<file path="config.mk">
export PLATFORM = sky130hd
export DESIGN_NAME = seq_step_cfg
export DESIGN_NICKNAME = d
export VERILOG_FILES = /design/src/seq_cfg_pkg.sv /design/src/seq_step_cfg.sv
export SDC_FILE = /design/constraint.sdc
export NUM_CORES = 1
export LEC_CHECK = 0
export BUFFER_PORTS_ARGS = -buffer_cell sky130_fd_sc_hd__buf_2
export CORE_ASPECT_RATIO = 1.1
export CORE_MARGIN = 8
export CORE_UTILIZATION = 49
export CTS_CLUSTER_SIZE = 12
export DETAILED_ROUTE_END_ITERATION = 10
export PLACE_DENSITY = 0.92
export SLEW_MARGIN = 25
export SYNTH_ARGS = -nofsm -noshare
export SYNTH_HDL_FRONTEND = slang
export SYNTH_SLANG_ARGS = --single-unit
</file>
<file path="constraint.sdc">
create_clock -name clk -period 4.1 [get_ports clk]
set_input_delay 0.82 -clock clk [delete_from_list [all_inputs] [get_ports clk]]
set_output_delay 0.82 -clock clk [all_outputs]
set_load 0.01 [all_outputs]
</file>
<file path="src/seq_cfg_pkg.sv">
/*
  Constants for the step-7 and step-8 sequencer configuration registers of the
  multiplexed converter: offsets, field positions, reset values and codes.
  Assumes the serial framing outside delivers decoded register reads and writes.
*/
package seq_cfg_pkg;
  localparam int ADDR_W = 8;
  localparam int DATA_W = 16;
  localparam logic [ADDR_W-1:0] STEP7_ADDR = 8'h97;
  localparam logic [ADDR_W-1:0] STEP8_ADDR = 8'h98;
  localparam logic [DATA_W-1:0] STEP7_RESET = 16'h0007;
  localparam logic [DATA_W-1:0] STEP8_RESET = 16'h0008;
  // writable bits: enable, gain, negative select, positive select
  localparam logic [DATA_W-1:0] WRITE_MASK = 16'hE01F;
  localparam int EN_BIT = 15;
  localparam int GAIN_HI = 14;
  localparam int GAIN_LO = 13;
  localparam int NEG_BIT = 4;
  localparam int POS_HI = 3;
  localparam int POS_LO = 0;
  localparam int POS_INTERNAL_BIT = 3;
  // gain factor on the output, as a plain multiplier
  localparam logic [2:0] GAIN_X1 = 3'h1;
  localparam logic [2:0] GAIN_X2 = 3'h2;
  localparam logic [2:0] GAIN_X4 = 3'h4;
  localparam logic [1:0] GAIN_CODE_X1 = 2'h0;
  localparam logic [1:0] GAIN_CODE_X2 = 2'h1;
  // effective negative input routing
  localparam logic [1:0] NEG_GROUND = 2'h0;
  localparam logic [1:0] NEG_AIN7 = 2'h1;
  localparam logic [1:0] NEG_AUTO = 2'h2;
endpackage

</file>
<file path="src/seq_step_cfg.sv">
/*
  Step-7 and step-8 sequencer configuration registers with the decoded step-7
  settings for the sequencer and input multiplexer. Writes land one edge after
  the strobe and the decoded outputs one edge later; reads answer one edge
  after the strobe with a single-cycle valid.
  Assumes register requests come from logic on clk, at most one strobe of
  each kind per cycle, and that arst_n may fall at any time.
*/
`timescale 1ns/1ps
module seq_step_cfg (
  input wire logic clk,
  input wire logic arst_n,
  input wire logic reg_wr,
  input wire logic reg_rd,
  input wire logic [seq_cfg_pkg::ADDR_W-1:0] reg_addr,
  input wire logic [seq_cfg_pkg::DATA_W-1:0] reg_wdata,
  output logic [seq_cfg_pkg::DATA_W-1:0] reg_rdata,
  output logic reg_rvalid,
  output logic step7_enable,
  output logic step7_skip,
  output logic [2:0] step7_gain,
  output logic [3:0] step7_positive_input_select,
  output logic [1:0] step7_negative_input_select,
  output logic [seq_cfg_pkg::DATA_W-1:0] step8_config
);
  import seq_cfg_pkg::*;

  ////////////////////////////////////////////////////////////////////////////
  // reset release: asynchronous assert, two-flop synchronous release
  // every other flop resets from rst_n_q, so the whole block leaves reset
  // on one edge even when arst_n lifts right beside a clock edge
  logic rst_meta_q;
  logic rst_n_q;
  always_ff @(posedge clk or negedge arst_n) begin
    if (!arst_n) begin
      rst_meta_q <= 1'b0;
      rst_n_q <= 1'b0;
    end else begin
      rst_meta_q <= 1'b1;
      rst_n_q <= rst_meta_q;
    end
  end

  ////////////////////////////////////////////////////////////////////////////
  // address decode and masked write data
  logic [DATA_W-1:0] step7_q;
  logic [DATA_W-1:0] step7_d;
  logic [DATA_W-1:0] step8_q;
  logic [DATA_W-1:0] step8_d;
  wire hit7 = reg_addr == STEP7_ADDR;
  wire hit8 = reg_addr == STEP8_ADDR;
  // reserved bits never reach storage, so reads need no second mask
  wire [DATA_W-1:0] wdata_masked = reg_wdata & WRITE_MASK;
  assign step7_d = (reg_wr && hit7) ? wdata_masked : step7_q;
  assign step8_d = (reg_wr && hit8) ? wdata_masked : step8_q;

  // configuration storage, held at its reset words until rst_n_q rises
  always_ff @(posedge clk or negedge rst_n_q) begin
    if (!rst_n_q) begin
      step7_q <= STEP7_RESET;
      step8_q <= STEP8_RESET;
    end else begin
      step7_q <= step7_d;
      step8_q <= step8_d;
    end
  end

  // both words sit at their reset values on the first live edge
  chk_reset_word: assert property (@(posedge clk) disable iff (!rst_n_q)
    $rose(rst_n_q) |-> step7_q == STEP7_RESET && step8_q == STEP8_RESET)
    else $error("register not at reset word after release");

  // reserved bits hold zero in both words
  chk_reserved_zero: assert property (@(posedge clk) disable iff (!rst_n_q)
    (step7_q & ~WRITE_MASK) == '0 && (step8_q & ~WRITE_MASK) == '0)
    else $error("reserved bits not zero");

  // a write to either word lands on the next edge, masked
  chk_write_lands: assert property (@(posedge clk) disable iff (!rst_n_q)
    reg_wr && hit7 |=> step7_q == $past(reg_wdata & WRITE_MASK))
    else $error("step7 write lost");
  chk_step8_write: assert property (@(posedge clk) disable iff (!rst_n_q)
    reg_wr && hit8 |=> step8_q == $past(reg_wdata & WRITE_MASK))
    else $error("step8 write lost");

  // nothing but a matching write moves a stored word
  chk_step7_quiet: assert property (@(posedge clk) disable iff (!rst_n_q)
    !(reg_wr && hit7) |=> step7_q == $past(step7_q))
    else $error("step7 changed without a write");
  chk_step8_quiet: assert property (@(posedge clk) disable iff (!rst_n_q)
    !(reg_wr && hit8) |=> step8_q == $past(step8_q))
    else $error("step8 changed without a write");

  ////////////////////////////////////////////////////////////////////////////
  // read path: unmapped addresses return zero rather than stale data
  wire [DATA_W-1:0] rd_mux = hit7 ? step7_q : (hit8 ? step8_q : '0);
  // rdata idles at zero between answers; costs a mux, keeps the bus quiet
  always_ff @(posedge clk or negedge rst_n_q) begin
    if (!rst_n_q) begin
      reg_rdata <= '0;
      reg_rvalid <= 1'b0;
    end else begin
      reg_rdata <= reg_rd ? rd_mux : '0;
      reg_rvalid <= reg_rd;
    end
  end

  // read answers carry the addressed word one edge after the strobe
  chk_step7_readback: assert property (@(posedge clk) disable iff (!rst_n_q)
    reg_rd && hit7 && !reg_wr |=> reg_rvalid && reg_rdata == $past(step7_q))
    else $error("step7 readback wrong");

  // a write in the same cycle does not show through to the read
  chk_readwrite_old: assert property (@(posedge clk) disable iff (!rst_n_q)
    reg_rd && reg_wr && hit7 |=> reg_rdata == $past(step7_q))
    else $error("same-cycle read saw new data");
  chk_step8_readback: assert property (@(posedge clk) disable iff (!rst_n_q)
    reg_rd && hit8 |=> reg_rvalid && reg_rdata == $past(step8_q))
    else $error("step8 readback wrong");
  chk_unmapped_zero: assert property (@(posedge clk) disable iff (!rst_n_q)
    reg_rd && !hit7 && !hit8 |=> reg_rvalid && reg_rdata == '0)
    else $error("unmapped read not zero");

  // valid strobes once per read and data idles at zero between answers
  chk_rvalid_pulse: assert property (@(posedge clk) disable iff (!rst_n_q)
    $past(rst_n_q) |-> reg_rvalid == $past(reg_rd))
    else $error("read valid not one cycle after strobe");
  chk_rdata_idle: assert property (@(posedge clk) disable iff (!rst_n_q)
    !reg_rvalid |-> reg_rdata == '0)
    else $error("read data not idle at zero");
  chk_reserved_read: assert property (@(posedge clk) disable iff (!rst_n_q)
    (reg_rdata & ~WRITE_MASK) == '0)
    else $error("reserved bits read nonzero");

  ////////////////////////////////////////////////////////////////////////////
  // field decode from the stored step-7 word
  wire en_bit = step7_q[EN_BIT];
  wire [1:0] gain_code = step7_q[GAIN_HI:GAIN_LO];
  wire [3:0] pos_code = step7_q[POS_HI:POS_LO];
  wire pos_internal = pos_code[POS_INTERNAL_BIT];
  // 10b and 11b both land on gain 4
  wire [2:0] gain_factor = (gain_code == GAIN_CODE_X1) ? GAIN_X1 :
                           (gain_code == GAIN_CODE_X2) ? GAIN_X2 : GAIN_X4;
  // internal sources pick their own negative, so the bit is dropped here
  wire [1:0] neg_route = pos_internal ? NEG_AUTO :
                         (step7_q[NEG_BIT] ? NEG_AIN7 : NEG_GROUND);

  // outputs registered one cycle behind the stored word; reset values
  // match the decode of the step-7 reset word, so the two never disagree
  always_ff @(posedge clk or negedge rst_n_q) begin
    if (!rst_n_q) begin
      step7_enable <= STEP7_RESET[EN_BIT];
      step7_skip <= !STEP7_RESET[EN_BIT];
      step7_gain <= GAIN_X1;
      step7_positive_input_select <= STEP7_RESET[POS_HI:POS_LO];
      step7_negative_input_select <= NEG_GROUND;
      step8_config <= STEP8_RESET;
    end else begin
      step7_enable <= en_bit;
      step7_skip <= !en_bit;
      step7_gain <= gain_factor;
      step7_positive_input_select <= pos_code;
      step7_negative_input_select <= neg_route;
      step8_config <= step8_q;
    end
  end

  ////////////////////////////////////////////////////////////////////////////
  // decoded output checks
  // outputs leave reset showing the decode of the reset words
  chk_reset_outputs: assert property (@(posedge clk) disable iff (!rst_n_q)
    $rose(rst_n_q) |-> step7_enable == STEP7_RESET[EN_BIT] && step7_gain == GAIN_X1
      && step7_positive_input_select == STEP7_RESET[POS_HI:POS_LO]
      && step7_negative_input_select == NEG_GROUND && step8_config == STEP8_RESET)
    else $error("outputs not at reset decode after release");

  // enable reaches the sequencer two edges after the write strobe
  chk_enable_follows: assert property (@(posedge clk) disable iff (!rst_n_q)
    reg_wr && hit7 |-> ##2 step7_enable == $past(reg_wdata[EN_BIT], 2))
    else $error("enable not applied");
  chk_enable_stored: assert property (@(posedge clk) disable iff (!rst_n_q)
    $past(rst_n_q) |-> step7_enable == $past(en_bit))
    else $error("enable does not follow stored bit");

  // skip is always the inverse of enable and follows the stored bit
  chk_skip_inverse: assert property (@(posedge clk) disable iff (!rst_n_q)
    step7_skip != step7_enable)
    else $error("skip and enable disagree");
  chk_skip_follows: assert property (@(posedge clk) disable iff (!rst_n_q)
    $past(rst_n_q) |-> step7_skip == !$past(step7_q[EN_BIT]))
    else $error("skip does not follow disabled step");

  // gain codes 10b and 11b both give gain 4, 00b gain 1, 01b gain 2
  chk_gain_map: assert property (@(posedge clk) disable iff (!rst_n_q)
    $past(rst_n_q) && $past(gain_code[1]) |-> step7_gain == GAIN_X4)
    else $error("gain code 1x not gain 4");
  chk_gain_one: assert property (@(posedge clk) disable iff (!rst_n_q)
    $past(rst_n_q) && $past(gain_code) == GAIN_CODE_X1 |-> step7_gain == GAIN_X1)
    else $error("gain code 00b not gain 1");
  chk_gain_two: assert property (@(posedge clk) disable iff (!rst_n_q)
    $past(rst_n_q) && $past(gain_code) == GAIN_CODE_X2 |-> step7_gain == GAIN_X2)
    else $error("gain code 01b not gain 2");

  // internal sources force the automatic negative, the stored bit ignored
  chk_neg_auto: assert property (@(posedge clk) disable iff (!rst_n_q)
    $past(rst_n_q) && step7_positive_input_select[POS_INTERNAL_BIT]
      |-> step7_negative_input_select == NEG_AUTO)
    else $error("internal source without auto negative");

  // external sources use the stored negative bit and never the automatic one
  chk_neg_external: assert property (@(posedge clk) disable iff (!rst_n_q)
    $past(rst_n_q) && !$past(pos_internal)
      |-> step7_negative_input_select == {1'b0, $past(step7_q[NEG_BIT])})
    else $error("negative select wrong");
  chk_pos_external: assert property (@(posedge clk) disable iff (!rst_n_q)
    $past(rst_n_q) && !step7_positive_input_select[POS_INTERNAL_BIT]
      |-> step7_negative_input_select != NEG_AUTO)
    else $error("external source with auto negative");

  // positive code passes through unchanged
  chk_pos_follows: assert property (@(posedge clk) disable iff (!rst_n_q)
    $past(rst_n_q) |-> step7_positive_input_select == $past(pos_code))
    else $error("positive select stale");

  // step-8 word exported exactly as stored
  chk_step8_out: assert property (@(posedge clk) disable iff (!rst_n_q)
    $past(rst_n_q) |-> step8_config == $past(step8_q))
    else $error("step8 output stale");
endmodule

</file>
==> results by group <==
Yosys
  • Register area share after synthesis: 0.690
  • Most common flop cell mapped by yosys: dfrtp_1
  • Flops & latches, synth: 45
  • Top-count cell post-synth: dfrtp_1
  • Synth unique cells: 17
  • Synth Instances: 108
  • Top-area cell type share of the netlist area: 0.531
  • Top cells by count, synth: dfrtp_1 (35), buf_4 (17), mux2_2 (16), dfstp_2 (10), nor2_1 (9)
  • Synthesized cell area: 1650 um2
  • Yosys top cell by area: dfrtp_1
  • Top cells by area, synth: dfrtp_1 (53%), dfstp_2 (16%), mux2_2 (11%)
  • Synth warn: 0
  • Ys async rst share: 1.00
  • Synthesized area per cell: 15.3 um2
  • Number of synthesized flops with an enable pin: 0

GRT
  • GRT Overall Usage: 0.115
  • Routing usage on met1: 0.109
  • Met3 usage: 0.0585
  • Global-route wire length before repair: 4830 um
  • M2 GR Usage: 0.199
  • Pin count of the biggest net entering global routing: 44
  • Antenna violations before repair: 0
  • Vias in the first global route: 1001
  • GRT busiest layer: met2
  • Grt ovf: 0

Cells and area
  • Area delta synth->final: 17.1%
  • Layout cells sized above 1: 0.535
  • Multi-input logic area: 428 um2
  • Reg area: 1140 um2
  • Diode count: 0
  • Filler cells: 269
  • Nets: 186

Status
  • Status: complete, no violations

Floorplanning
  • Die footprint: 5480 um2
  • Die Wd: 71.3 um
  • I/O pin cnt: 72
  • Core Area: 3280 um2
  • Starting density of the core: 0.504
  • Row count: 22
  • Die extent in y: 76.9 um

Power and ir drop
  • Leak Pwr: 1.03 nW
  • Max VDD drop: 0.199 mV
  • Pwr dens: 409 nW/um2

STA
  • Setup TNS: 0 ns
  • Clock skew: 0.0127 ns
  • Final Max Tran Viols: 0
  • RSZ-0062 raised after global routing: false
  • Final setup margin: 2.23 ns
  • Fmax: 0.535 GHz
  • Setup-failing EPs final: 0
  • Final hold violation count: 0
  • Crit path time final: 1.87 ns
  • Worst-margin pin slew: 0.854 ns
  • Slew HR: 0.431
  • Final worst path period share: 0.456

Place
  • HPWL after detailed placement: 2400 um
  • IO Port Bufs: 47
  • Global placement routability congestion: 0.673
  • DP Worst Slack: 1.84 ns

CTS
  • CTS resizes: 0
  • Root buffer cell: clkbuf_4
  • Post-CTS Setup Bufs: 0
  • CTS sink cnt: 45
  • Clock buffer depth: 2
  • Worst-path clk slew: 0.12 ns
  • CTS tree: yes
  • Hold-fix buffers at CTS: 0
  • Num CTS Buffers: 5
  • Worst skew pair latency: 0.35 ns
  • H-tree Lvls: 2

Worst setup path
  • Worst Setup Start Kind: input port
  • CP required: 4.33 ns
  • R2r worst-path depth: 0
  • Arrival time at the worst endpoint: 2.10 ns
  • CP endpoint kind: flop
  • Crit-path max FO: 9
  • CP Class: input port to flop

Routing
  • Total wire length: 3080 um
  • DR vias: 922
  • 1st-iter DRT viols: 36
  • TritonRoute pass-1 iters: 4
  • Residual DRC count: 0
  • Post-route ant nets: 0
  • Vias per Instance: 4.73
  • WL/cell: 15.8 um

Worst hold path
  • Hold WC Path Type: input port to async pin

Run
  • Max Cap Violations: 0
[layer usage]
layer | vias up | wire length, um
met5 | - | 0
li1 | 432 | -
met4 | 0 | 62
met3 | 6 | 299
met1 | 444 | 1060
met2 | 40 | 1650
[final timing paths]
check / startpoint / to / slack, ns
max in group asynchronous: rst_n_q$_DFF_PN0_ / step8_q[0]$_DFFE_PN0P_ / 3.16
worst min register to register: rst_meta_q$_DFF_PN0_ / rst_n_q$_DFF_PN0_ / 0.38
worst max register to register: rst_n_q$_DFF_PN0_ / step8_q[0]$_DFFE_PN0P_ / 3.16
worst min-delay path: arst_n / rst_n_q$_DFF_PN0_ / 0.22
worst max-delay path: reg_addr[1] / step8_q[4]$_DFFE_PN0P_ / 2.23
min in group clk: rst_meta_q$_DFF_PN0_ / rst_n_q$_DFF_PN0_ / 0.38
[flip-flops by register name (all words and copies together), names as in the netlist]
signal	cells
step7_q	8
step7_enable	1
step8_config	8
step7_positive_input_select	3
rst_n_q	1
step7_gain	3
reg_rdata	8
rst_meta_q	1
step8_q	8
step7_skip	1
reg_rvalid	1
step7_negative_input_select	2
[report_power, final]
part	internal, mW	switching, mW
clock	0.130	0.131
sequential	0.465	0.0159
combinational	0.0212	0.0269
total	0.616	0.174
[area by class of cell]
cell class | count | share of cell area
Clock inverter | 2 | 0.0201
Tap cell | 36 | 0.0233
Sequential cell | 45 | 0.590
Multi-Input combinational cell | 58 | 0.222
Inverter | 1 | 0.00194
Timing Repair Buffer | 47 | 0.122
Clock buffer | 6 | 0.0214
[metrics by stage]
stage / power [mW] / hold slack (ns) / std cells / utilization / cell area (um2)
after floorplan: 0.522 / 0.331 / 123 / - / 1710
after global placement: 0.534 / 0.339 / 187 / 0.565 / 1850
after detailed placement: 0.538 / 0.349 / 187 / 0.565 / 1850
final: 0.790 / 0.225 / 195 / 0.590 / 1930
after global routing: 0.827 / 0.188 / 195 / 0.590 / 1930
after CTS: 0.801 / 0.206 / 195 / 0.590 / 1930
[kinds of logic after synthesis]
| kind of cell | count (synthesis) | share of synthesized area |
|---|---|---|
| other | 2 | 0.00455 |
| multiplexers | 16 | 0.109 |
| flip-flops | 45 | 0.690 |
| buffers and inverters | 20 | 0.0849 |
| AO/OA/AOI/OAI | 8 | 0.0364 |
| AND/OR/NAND/NOR | 17 | 0.0751 |
[critical path, cell delays in order]
cell	delay, ns
buf_2	0.12
nor4b_4	0.61
nand3_4	0.22
mux2_2	0.32
[cells in the final DEF (no fill, tap or decap)]
cell | synthesis | final
buf_2 | 1 | 47
dfrtp_1 | 35 | 34
conb_1 | 2 | 17
mux2_2 | 16 | 16
dfstp_2 | 10 | 10
nor2_1 | 9 | 9
a22oi_1 | 8 | 8
clkbuf_4 | 0 | 5
nor2b_1 | 2 | 2
and4bb_2 | 1 | 1
nand2_1 | 1 | 1
nor4b_4 | 1 | 1
and4b_1 | 1 | 1
inv_1 | 1 | 1
nand3_2 | 1 | 1
nand3_4 | 1 | 1
clkbuf_1 | 1 | 1
clkinv_4 | 0 | 1
bufinv_16 | 0 | 1
dfrtp_2 | 0 | 1
No activity file was read; power rests on OpenSTA's default activity.
